File: src/rtl/ips_consts.svh
// Constants for the interrupt priority selection block
`ifndef IPS_CONSTS_SVH
`define IPS_CONSTS_SVH

// ------------------------------------------------------------
// Register placement and values
// ------------------------------------------------------------
`define IPS_SFR_ADDR     8'hB8
`define IPS_BIT_BASE     5'h17
`define IPS_RESET_PRIO   6'h00
`define IPS_UNUSED_READ  2'h3
`define IPS_IDLE_BYTE    8'h00

// ------------------------------------------------------------
// Field positions, lowest index wins a tie
// ------------------------------------------------------------
`define IPS_SRC_CNT      6
`define IPS_BIT_EXT0     0
`define IPS_BIT_TIMER0   1
`define IPS_BIT_EXT1     2
`define IPS_BIT_TIMER1   3
`define IPS_BIT_SERIAL   4
`define IPS_BIT_TIMER2   5
`define IPS_BIT_UNUSED_LO 6
`define IPS_NO_SOURCE    3'h0

`endif

File: src/rtl/ips_pkg.sv
// Types shared by the interrupt priority selection block
package ips_pkg;

  // Service nesting: one-hot, at most one low level under one high level
  typedef enum logic [3:0] {
    IPS_SVC_IDLE      = 4'h1,
    IPS_SVC_LOW       = 4'h2,
    IPS_SVC_HIGH      = 4'h4,
    IPS_SVC_HIGH_LOW  = 4'h8
  } ips_svc_t;

endpackage

File: src/rtl/ips_fixed_order_pick.sv
// Fixed-order picker: lowest set request index wins
`timescale 1ns/1ns
`include "ips_consts.svh"

module ips_fixed_order_pick (
  // Requests
  input  wire logic [5:0] req,
  // Result
  output logic            any,
  output logic [2:0]      idx
);

  always_comb begin
    any = 1'b0;
    idx = `IPS_NO_SOURCE;
    for (int i = `IPS_SRC_CNT - 1; i >= 0; i--) begin
      if (req[i]) begin
        any = 1'b1;
        idx = 3'(i);
      end
    end
  end

endmodule // ips_fixed_order_pick

File: src/rtl/ips_interrupt_priority_select.sv
// Interrupt priority selection register with two-level request arbitration
//
// How it works
// - Register sits at special function address 0xB8; each bit is bit-addressable.
// - Reset clears the register; all six sources start at low priority.
// - Bits 7 and 6 always read as one; writes to them are ignored.
// - Bit 5 set makes the second timer interrupt high priority.
// - Bit 4 set makes the serial port interrupt high priority.
// - Bit 3 set makes the timer one interrupt high priority.
// - Bit 1 set makes the timer zero interrupt high priority.
// - Bit 0 set makes external pin zero interrupt high priority.
`timescale 1ns/1ns
`include "ips_consts.svh"

module ips_interrupt_priority_select (
  // Clock and reset
  input  wire logic       core_clk,
  input  wire logic       arst_n,
  // Byte access to the special function space
  input  wire logic [7:0] sfrAddr,
  input  wire logic       sfrWrEn,
  input  wire logic [7:0] sfrWrData,
  input  wire logic       sfrRdEn,
  output logic [7:0]      sfrRdData,
  // Bit access to the bit-addressable space
  input  wire logic [7:0] bitAddr,
  input  wire logic       bitWrEn,
  input  wire logic       bitWrVal,
  input  wire logic       bitRdEn,
  output logic            bitRdData,
  // Enabled, pending requests from the six sources
  input  wire logic [5:0] irqReq,
  // Core handshake
  input  wire logic       vectorTaken,
  input  wire logic       serviceDone,
  output logic            irqValid,
  output logic [2:0]      irqSource,
  output logic            irqHigh,
  output logic            inServiceLow,
  output logic            inServiceHigh,
  // Priority levels as seen by the arbitration
  output logic            timer_two_high_priority,
  output logic            serial_port_high_priority,
  output logic            timer_one_high_priority,
  output logic            ext_pin_one_high_priority,
  output logic            timer_zero_high_priority,
  output logic            ext_pin_zero_high_priority
);

  // ------------------------------------------------------------
  // Declarations
  // ------------------------------------------------------------
  logic [5:0]       prio_ff;
  logic [5:0]       nxt_prio;
  logic [7:0]       sfrRdData_ff;
  logic             bitRdData_ff;
  logic             irqValid_ff;
  logic [2:0]       irqSource_ff;
  logic             irqHigh_ff;
  logic             inServiceLow_ff;
  logic             inServiceHigh_ff;
  ips_pkg::ips_svc_t svc_ff;
  ips_pkg::ips_svc_t nxt_svc;
  logic             byteHit;
  logic             bitWrHit;
  logic             bitRdHit;
  logic [2:0]       bitSel;
  logic [7:0]       readView;
  logic             highAny;
  logic [2:0]       highIdx;
  logic             lowAny;
  logic [2:0]       lowIdx;
  logic             highOk;
  logic             lowOk;

  // ------------------------------------------------------------
  // Address decode
  // ------------------------------------------------------------
  function automatic logic bit_in_reg(input logic [7:0] addr);
    bit_in_reg = (addr[7:3] == `IPS_BIT_BASE);
  endfunction

  assign byteHit  = (sfrAddr == `IPS_SFR_ADDR);
  assign bitWrHit = bitWrEn && bit_in_reg(bitAddr);
  assign bitRdHit = bitRdEn && bit_in_reg(bitAddr);
  assign bitSel   = bitAddr[2:0];
  assign readView = {`IPS_UNUSED_READ, prio_ff};

  // ------------------------------------------------------------
  // Priority register
  // ------------------------------------------------------------
  // Bit write lands after a byte write of the same cycle, so it wins
  always_comb begin
    nxt_prio = prio_ff;
    if (sfrWrEn && byteHit) begin
      nxt_prio = sfrWrData[5:0];
    end
    if (bitWrHit && (bitSel < 3'(`IPS_BIT_UNUSED_LO))) begin
      nxt_prio[bitSel] = bitWrVal;
    end
  end

  always_ff @(posedge core_clk or negedge arst_n) begin
    if (!arst_n) begin
      prio_ff <= `IPS_RESET_PRIO;
    end else begin
      prio_ff <= nxt_prio;
    end
  end

  // ------------------------------------------------------------
  // Read paths, one cycle after the strobe
  // ------------------------------------------------------------
  always_ff @(posedge core_clk or negedge arst_n) begin
    if (!arst_n) begin
      sfrRdData_ff <= `IPS_IDLE_BYTE;
    end else if (sfrRdEn && byteHit) begin
      sfrRdData_ff <= readView;
    end else begin
      sfrRdData_ff <= `IPS_IDLE_BYTE;
    end
  end

  always_ff @(posedge core_clk or negedge arst_n) begin
    if (!arst_n) begin
      bitRdData_ff <= 1'b0;
    end else begin
      bitRdData_ff <= bitRdHit && readView[bitSel];
    end
  end

  // ------------------------------------------------------------
  // Request split by level
  // ------------------------------------------------------------
  ips_fixed_order_pick u_pick_high (
    .req (irqReq & prio_ff),
    .any (highAny),
    .idx (highIdx)
  );

  ips_fixed_order_pick u_pick_low (
    .req (irqReq & ~prio_ff),
    .any (lowAny),
    .idx (lowIdx)
  );

  // ------------------------------------------------------------
  // Service nesting
  // ------------------------------------------------------------
  // Core is expected never to take a vector and finish one together;
  // if it does, finishing is handled and the take is dropped
  always_comb begin
    nxt_svc = svc_ff;
    unique case (svc_ff)
      ips_pkg::IPS_SVC_IDLE: begin
        if (vectorTaken && irqValid_ff) begin
          nxt_svc = irqHigh_ff ? ips_pkg::IPS_SVC_HIGH : ips_pkg::IPS_SVC_LOW;
        end
      end
      ips_pkg::IPS_SVC_LOW: begin
        if (serviceDone) begin
          nxt_svc = ips_pkg::IPS_SVC_IDLE;
        end else if (vectorTaken && irqValid_ff && irqHigh_ff) begin
          nxt_svc = ips_pkg::IPS_SVC_HIGH_LOW;
        end
      end
      ips_pkg::IPS_SVC_HIGH: begin
        if (serviceDone) begin
          nxt_svc = ips_pkg::IPS_SVC_IDLE;
        end
      end
      ips_pkg::IPS_SVC_HIGH_LOW: begin
        if (serviceDone) begin
          nxt_svc = ips_pkg::IPS_SVC_LOW;
        end
      end
      default: begin
        nxt_svc = ips_pkg::IPS_SVC_IDLE;
      end
    endcase
  end

  always_ff @(posedge core_clk or negedge arst_n) begin
    if (!arst_n) begin
      svc_ff <= ips_pkg::IPS_SVC_IDLE;
    end else begin
      svc_ff <= nxt_svc;
    end
  end

  always_ff @(posedge core_clk or negedge arst_n) begin
    if (!arst_n) begin
      inServiceLow_ff  <= 1'b0;
      inServiceHigh_ff <= 1'b0;
    end else begin
      inServiceLow_ff  <= (nxt_svc == ips_pkg::IPS_SVC_LOW) ||
                          (nxt_svc == ips_pkg::IPS_SVC_HIGH_LOW);
      inServiceHigh_ff <= (nxt_svc == ips_pkg::IPS_SVC_HIGH) ||
                          (nxt_svc == ips_pkg::IPS_SVC_HIGH_LOW);
    end
  end

  // ------------------------------------------------------------
  // Arbitration
  // ------------------------------------------------------------
  // Eligibility looks at the next nesting state so a just-taken
  // request is not offered twice
  assign highOk = highAny && (nxt_svc == ips_pkg::IPS_SVC_IDLE ||
                              nxt_svc == ips_pkg::IPS_SVC_LOW);
  assign lowOk  = lowAny && (nxt_svc == ips_pkg::IPS_SVC_IDLE);

  always_ff @(posedge core_clk or negedge arst_n) begin
    if (!arst_n) begin
      irqValid_ff  <= 1'b0;
      irqSource_ff <= `IPS_NO_SOURCE;
      irqHigh_ff   <= 1'b0;
    end else if (highOk) begin
      irqValid_ff  <= 1'b1;
      irqSource_ff <= highIdx;
      irqHigh_ff   <= 1'b1;
    end else if (lowOk) begin
      irqValid_ff  <= 1'b1;
      irqSource_ff <= lowIdx;
      irqHigh_ff   <= 1'b0;
    end else begin
      irqValid_ff  <= 1'b0;
      irqSource_ff <= `IPS_NO_SOURCE;
      irqHigh_ff   <= 1'b0;
    end
  end

  // ------------------------------------------------------------
  // Outputs
  // ------------------------------------------------------------
  assign sfrRdData     = sfrRdData_ff;
  assign bitRdData     = bitRdData_ff;
  assign irqValid      = irqValid_ff;
  assign irqSource     = irqSource_ff;
  assign irqHigh       = irqHigh_ff;
  assign inServiceLow  = inServiceLow_ff;
  assign inServiceHigh = inServiceHigh_ff;

  assign timer_two_high_priority    = prio_ff[`IPS_BIT_TIMER2];
  assign serial_port_high_priority  = prio_ff[`IPS_BIT_SERIAL];
  assign timer_one_high_priority    = prio_ff[`IPS_BIT_TIMER1];
  assign ext_pin_one_high_priority  = prio_ff[`IPS_BIT_EXT1];
  assign timer_zero_high_priority   = prio_ff[`IPS_BIT_TIMER0];
  assign ext_pin_zero_high_priority = prio_ff[`IPS_BIT_EXT0];

endmodule // ips_interrupt_priority_select

File: config.mk
export PLATFORM = sky130hd
export DESIGN_NAME = ips_interrupt_priority_select
export DESIGN_NICKNAME = d
export VERILOG_FILES = /design/src/rtl/ips_pkg.sv /design/src/rtl/ips_fixed_order_pick.sv /design/src/rtl/ips_interrupt_priority_select.sv
export VERILOG_INCLUDE_DIRS = /design/src /design/src/rtl
export SDC_FILE = /design/constraint.sdc
export NUM_CORES = 1
export LEC_CHECK = 0
export BUFFER_PORTS_ARGS = -buffer_cell sky130_fd_sc_hd__buf_2
export CORE_MARGIN = 2
export CORE_UTILIZATION = 47
export DETAILED_ROUTE_END_ITERATION = 8
export GPL_ROUTABILITY_DRIVEN = 0
export PLACE_DENSITY = 0.79
export SLEW_MARGIN = 30
export SYNTH_ARGS = -nofsm -noshare
export SYNTH_HDL_FRONTEND = slang
export SYNTH_HIERARCHICAL = 1
export SYNTH_SLANG_ARGS = --single-unit
File: constraint.sdc
create_clock -name core_clk -period 2.1 [get_ports core_clk]
set_input_delay 0.42 -clock core_clk [delete_from_list [all_inputs] [get_ports core_clk]]
set_output_delay 0.42 -clock core_clk [all_outputs]
set_load 0.01 [all_outputs]
==> impl_metrics.yaml, run 1 <==
setup_path:
  crit_arrival_ns: 1.97
  required_ns: 2.31
  cp-end-kind: "register"
  r2r_end: "irqSource[2]"
  r2r_cells: 4
  r2r_slack_ns: 0.34
  r2r_start: "svc_ff[0]"
  path_class: "register to register"
  start_kind: "register"
  crit_fanout: 10
power_and_ir_drop:
  netSwitchingFraction: 0.331
  p_switching_uw: 427
  internal_power_uw: 864
  ir_drop_mv: 0.347
  p_seq_frac: 0.481
  clkPwrFrac: 0.161
  cellPowerDensity_nw_per_um2: 715
  p_leak_nw: 0.915
  comb_power_share: 0.358
routing:
  dr.pass1.iters: 3
  routedWlPerCell_um: 13.4
  ant_nets: 0
  drc_errors: 0
  via_per_inst: 5.40
  wl_um: 3120
  dr.first_iter.drc_count: 22
  vias: 1258
global_routing:
  met1_usage: 0.228
  grt_pass1_wl_um: 5450
  grt_pass1_vias: 1287
  gr-total-overflow: 0
  grt_max_degree: 26
  top_usage_layer: "met2"
  use_met2: 0.377
  grt_util_met3: 0.0411
  grt_usage: 0.201
  antenna_found_initial: 0
die:
  fp.dieArea_um2: 3590
  core-area_um2: 3000
  die_y_um: 59.9
  rows: 20
  ios: 61
  die_w_um: 59.9
  start_util: 0.489
clock_tree:
  post_cts_resized: 0
  cts_tree: "yes"
  cts_hold_buf: 0
  cts_buffer_depth: 2
  clockRootBuffer: "clkbuf_4"
  numCtsBuffers: 3
  clk_latency_ns: 0.31
  cts_setup_buffers: 0
  cts.clk_slew.worst_paths_ns: 0.13
  cts_sinks: 25
  htreeDepth: 1
status:
  status: "completed"
cells_and_area:
  final_layout_size_suffix_gt1_frac: 0.430
  areaGrowthSynthToFinish_pct: 22.9
  diodes: 0
  nNetsFinal: 240
  final_core_utilization: 0.601
  fin_area_um2: 1800
logic_synthesis:
  synth_flop_cell: "dfrtp_1"
  synth.distinct_cells: 43
  synth-seq-cells: 25
  syn_nets: 181
  synthCells: 142
  netlist_area_um2: 1470
  yosysSeqAreaShare: 0.427
  ys_async_sr_fraction: 1.00
  synth_edf_count: 0
  synth_area_per_cell_um2: 10.3
  ys_warn_count: 6
timing:
  rsz0062_at_grt: "false"
  setup_viol: 0
  skew_ns: 0.00298
  slew_viol_final: 0
  worst_pin_slew_ns: 0.535
  period_minus_slack_ns: 1.76
  fin_setup_tns_ns: 0
  slew_headroom: 0.644
  hold_viol_final: 0
  final.period_utilization: 0.838
  max_freq_mhz: 568
placed_design:
  dpl_cell_area_um2: 1780
  io_buffers: 58
  dp_hpwl_um: 2500
hold_path:
  hp-class: "input pin to asynchronous set/reset pin"
flow_run:
  max-cap-violations: 0
[metrics by stage]
| stage | setup WS (ns) | hold slack (ns) | instances | power (mW) |
|---|---|---|---|---|
| 3_3_place_gp | 0.201 | 0.429 | 229 | 1.08 |
| 4_1_cts | 0.336 | 0.0792 | 233 | 1.31 |
| 6_report | 0.340 | 0.0704 | 233 | 1.29 |
| 5_1_grt | 0.239 | 0.102 | 233 | 1.39 |
| 3_5_place_dp | 0.112 | 0.434 | 229 | 1.10 |
| 2_1_floorplan | 0.420 | 0.124 | 142 | 0.931 |
[area by class of cell]
type,instances,area [um2]
repair buffers,61,313
flip-flops and latches,25,627
well taps,33,41.3
multi-input cells,108,790
clock buffers,4,26.3
fillers,282,1200
inverters,2,7.51
[per-layer routing]
layer	share of wire	up-vias	wire (um)
met1	0.41	580	1280
met2	0.53	41	1650
met5	0	-	0
met4	0.0074	0	23
li1	-	633	-
met3	0.054	4	169
[Yosys cell counts (2+ instances only)]
master      n  share of area
a221oi_1    2          0.012
o2bb2ai_1   3          0.018
and4b_1     2          0.014
nand2b_1    2         0.0085
inv_1       2         0.0051
nand4b_1    2          0.012
nand2_1     4          0.010
nand3_1     4          0.014
nor3_1      6          0.020
o21ai_0     5          0.017
clkbuf_1    2         0.0051
nor2_1     12          0.031
and3_1      2         0.0085
buf_2       2         0.0068
nor4_2      2          0.017
a21oi_1     4          0.014
mux2_2     10          0.077
nor2b_1    11          0.047
nor3b_1     4          0.020
dfrtp_1    24           0.41
and2_1     12          0.051
a211oi_1    2          0.010
nor4b_1     2          0.012
buf_4       2          0.010
[cell usage in the layout (no fill, tap or decap), types with 2 or more instances in the layout]
cell	synthesis	layout
and2_1	12	12
nand3_1	4	4
nor2b_1	11	11
clkbuf_4	0	3
a21oi_1	4	4
nor4b_1	2	2
nor3b_1	4	4
a211oi_1	2	2
mux2_2	10	10
and3_1	2	2
o21ai_0	5	5
nand4b_1	2	2
o2bb2ai_1	3	3
inv_1	2	2
nor3_1	6	6
nand2b_1	2	2
and4b_1	2	2
dfrtp_1	24	24
buf_4	2	3
a221oi_1	2	2
nor2_1	12	12
nand2_1	4	4
nor4_2	2	2
buf_2	2	58
[worst max path at each step]
stage	from	endpoint	slack [ns]	cells past startpoint
finish	svc_ff[0]	irqSource[2]	0.34	4
global route	svc_ff[0]	irqSource[2]	0.24	4
CTS	svc_ff[0]	irqSource[2]	0.34	4
detailed placement	sfrAddr[1]	prio_ff[0]	0.11	5
global placement	sfrAddr[1]	prio_ff[0]	0.20	5
floorplan	svc_ff[0]	irqSource[0]	0.42	5
[cell families (layout without fill, tap and decap cells)]
| family | count (synthesis) | after routing | share of synthesized area |
|---|---|---|---|
| multiplexers | 12 | 12 | 0.0989 |
| flip-flops | 25 | 25 | 0.427 |
| XOR/XNOR | 1 | 1 | 0.00597 |
| AND/OR/NAND/NOR | 71 | 71 | 0.299 |
| buffers and inverters | 9 | 67 | 0.0350 |
| AO/OA/AOI/OAI | 24 | 24 | 0.134 |
[flip-flops by register name, indices dropped and copies added (netlist names)]
signal,cells
sfrRdData,7
prio_ff,6
svc_ff,4
irqSource,3
bitRdData,1
inServiceHigh,1
inServiceLow,1
irqHigh,1
irqValid,1
[critical path, cell delays in order (launching register included)]
cell       delay (ns)
dfstp_2          0.63
or2b_1           0.28
a2111oi_4        0.42
nor2_1           0.16
o2bb2ai_1        0.16
[power by group through the flow]
stage	clock [mW]	combinational (mW)	sequential [mW]
CTS	0.218	0.465	0.623
finish	0.208	0.461	0.621
detailed placement	0	0.463	0.633
global placement	0	0.449	0.626
floorplan	0	0.302	0.629
global route	0.236	0.519	0.633
(Power assumes the default switching activity.)
==> run 2: changes to the inputs <==
--- a/config.mk
+++ b/config.mk
@@ -8,10 +8,10 @@
 export LEC_CHECK = 0
 export BUFFER_PORTS_ARGS = -buffer_cell sky130_fd_sc_hd__buf_2
 export CORE_MARGIN = 2
-export CORE_UTILIZATION = 47
+export CORE_UTILIZATION = 43
 export DETAILED_ROUTE_END_ITERATION = 8
 export GPL_ROUTABILITY_DRIVEN = 0
-export PLACE_DENSITY = 0.79
+export PLACE_DENSITY = 0.76
 export SLEW_MARGIN = 30
 export SYNTH_ARGS = -nofsm -noshare
 export SYNTH_HDL_FRONTEND = slang
==> constraint.sdc (replaced) <==
create_clock -name core_clk -period 1.5 [get_ports core_clk]
set_input_delay 0.3 -clock core_clk [delete_from_list [all_inputs] [get_ports core_clk]]
set_output_delay 0.3 -clock core_clk [all_outputs]
set_load 0.01 [all_outputs]
==> run 2 against run 1 <==
Effect of this change:
- largest cell class unchanged
- total power is 48% higher
- fmax is 11% higher
- via count is 5.9% higher
- the flow now finishes with violations (setup timing)
==> impl_metrics.yaml, run 2 (synthesized netlist as in run 1, its figures left out) <==
setup_path:
  r2r_start: "svc_ff[0]"
  crit_fanout: 6
  crit_arrival_ns: 1.80
  r2r_cells: 5
  required_ns: 1.71
  path_class: "register to register"
  r2r_end: "irqSource[1]"
  r2r_slack_ns: -0.09
  start_kind: "register"
  cp-end-kind: "register"
routing:
  routedWlPerCell_um: 11.9
  wl_um: 3150
  via_per_inst: 5.03
  vias: 1332
  dr.pass1.iters: 4
  ant_nets: 0
  dr.first_iter.drc_count: 46
  drc_errors: 0
clock_tree:
  clk_latency_ns: 0.30
  htreeDepth: 1
  cts_sinks: 25
  cts_tree: "yes"
  numCtsBuffers: 3
  cts_buffer_depth: 2
  cts.clk_slew.worst_paths_ns: 0.13
  clockRootBuffer: "clkbuf_4"
global_routing:
  grt_usage: 0.174
  grt_pass1_vias: 1293
  grt_max_degree: 26
  antenna_found_initial: 0
  grt_pass1_wl_um: 5460
  gr-total-overflow: 0
cells_and_area:
  largest_reg_flops: 7
  final_core_utilization: 0.597
  final_cell_mix: "buf_2 (58), dfrtp_1 (24), buf_4 (21), and2_1 (12)"
  nFillCells: 336
  diodes: 0
  fin_cells: 265
  final_layout_size_suffix_gt1_frac: 0.489
  mostFrequentLayoutCell: "buf_2"
  areaGrowthSynthToFinish_pct: 34.6
  nNetsFinal: 259
  fin_area_um2: 1980
timing:
  slew_headroom: 0.651
  final.period_utilization: 1.06
  hold_viol_final: 0
  rsz0062_at_grt: "true"
  whs_ns: 0.245
  fin_setup_tns_ns: -0.279
  skew_ns: 0.00364
  max_freq_mhz: 628
  period_minus_slack_ns: 1.59
  slew_viol_final: 0
  setup_viol: 4
  worst_pin_slew_ns: 0.523
  setup_slack_ns: -0.0926
hold_path:
  hold_start: "bitRdEn"
  hp-class: "input pin to register"
  hold_end: "bitRdData"
  hold_depth: 3
die:
  die_y_um: 62.4
  fp.dieArea_um2: 3900
  rows: 21
  ios: 61
  core-area_um2: 3310
  start_util: 0.443
  die_w_um: 62.4
status:
  violations: "setup timing"
  status: "complete, but fails checks"
placed_design:
  io_buffers: 58
  dpl_cell_area_um2: 1920
  dp.cells: 257
  dp_hpwl_um: 2560
power_and_ir_drop:
  p_seq_frac: 0.444
  p_leak_nw: 1.01
  comb_power_share: 0.408
  netSwitchingFraction: 0.323
  ir_drop_mv: 0.392
  cellPowerDensity_nw_per_um2: 968
  internal_power_mw: 1.29
  p_switching_uw: 618
  clkPwrFrac: 0.148
flow_run:
  max-cap-violations: 0
run 2: worst max-delay path by stage:
stage,start,to
floorplan,svc_ff[0],irqSource[0]
global placement,svc_ff[0],irqSource[0]
detailed placement,svc_ff[0],irqSource[0]
CTS,svc_ff[0],irqSource[0]
global route,svc_ff[0],irqSource[0]
finish,svc_ff[0],irqSource[1]
run 2: power by group through the flow:
stage	combinational [mW]	sequential, mW	clock [mW]
2_1_floorplan	0.430	0.880	0
3_3_place_gp	0.728	0.866	0
3_5_place_dp	0.739	0.869	0
4_1_cts	0.787	0.849	0.304
5_1_grt	0.870	0.864	0.326
6_report	0.781	0.849	0.284
run 2: per-stage QoR:
step | setup slack [ns] | power (mW)
floorplan | -0.155 | 1.31
global placement | -0.167 | 1.59
detailed placement | -0.196 | 1.61
CTS | -0.0900 | 1.94
global route | -0.257 | 2.06
finish | -0.0926 | 1.91
run 2: timing repair:
action	in CTS	in global routing
endpoints found under the hold margin	24	0
pin swaps	1	0
endpoints found under the setup margin	6	8
gates cloned	0	0
hold buffers	1	0
setup buffers	3	0
resized for setup	2	0
run 2: metal layers:
metal | share of wire | global-route usage | up-vias
met5 | 0 | 0 | -
met4 | 0.0048 | 0.0417 | 0
met3 | 0.065 | 0.0324 | 2
met2 | 0.50 | 0.319 | 42
met1 | 0.43 | 0.209 | 619
li1 | - | - | 669
run 2: layout make-up:
type / count / area [um2] / area share
multi-input cells: 108 / 798 / 0.404
clock buffers: 3 / 22.5 / 0.0114
flip-flops and latches: 25 / 627 / 0.317
well taps: 46 / 57.6 / 0.0291
inverters: 2 / 7.51 / 0.00380
repair buffers: 80 / 458 / 0.232
clock inverters: 1 / 5.00 / 0.00253
run 2: critical path, stage by stage, from the launching register on:
cell and delay, ns:
dfstp_2 0.41, or3b_4 0.39, a2111oi_4 0.34, buf_4 0.19, nor2_2 0.06, o2bb2ai_1 0.12
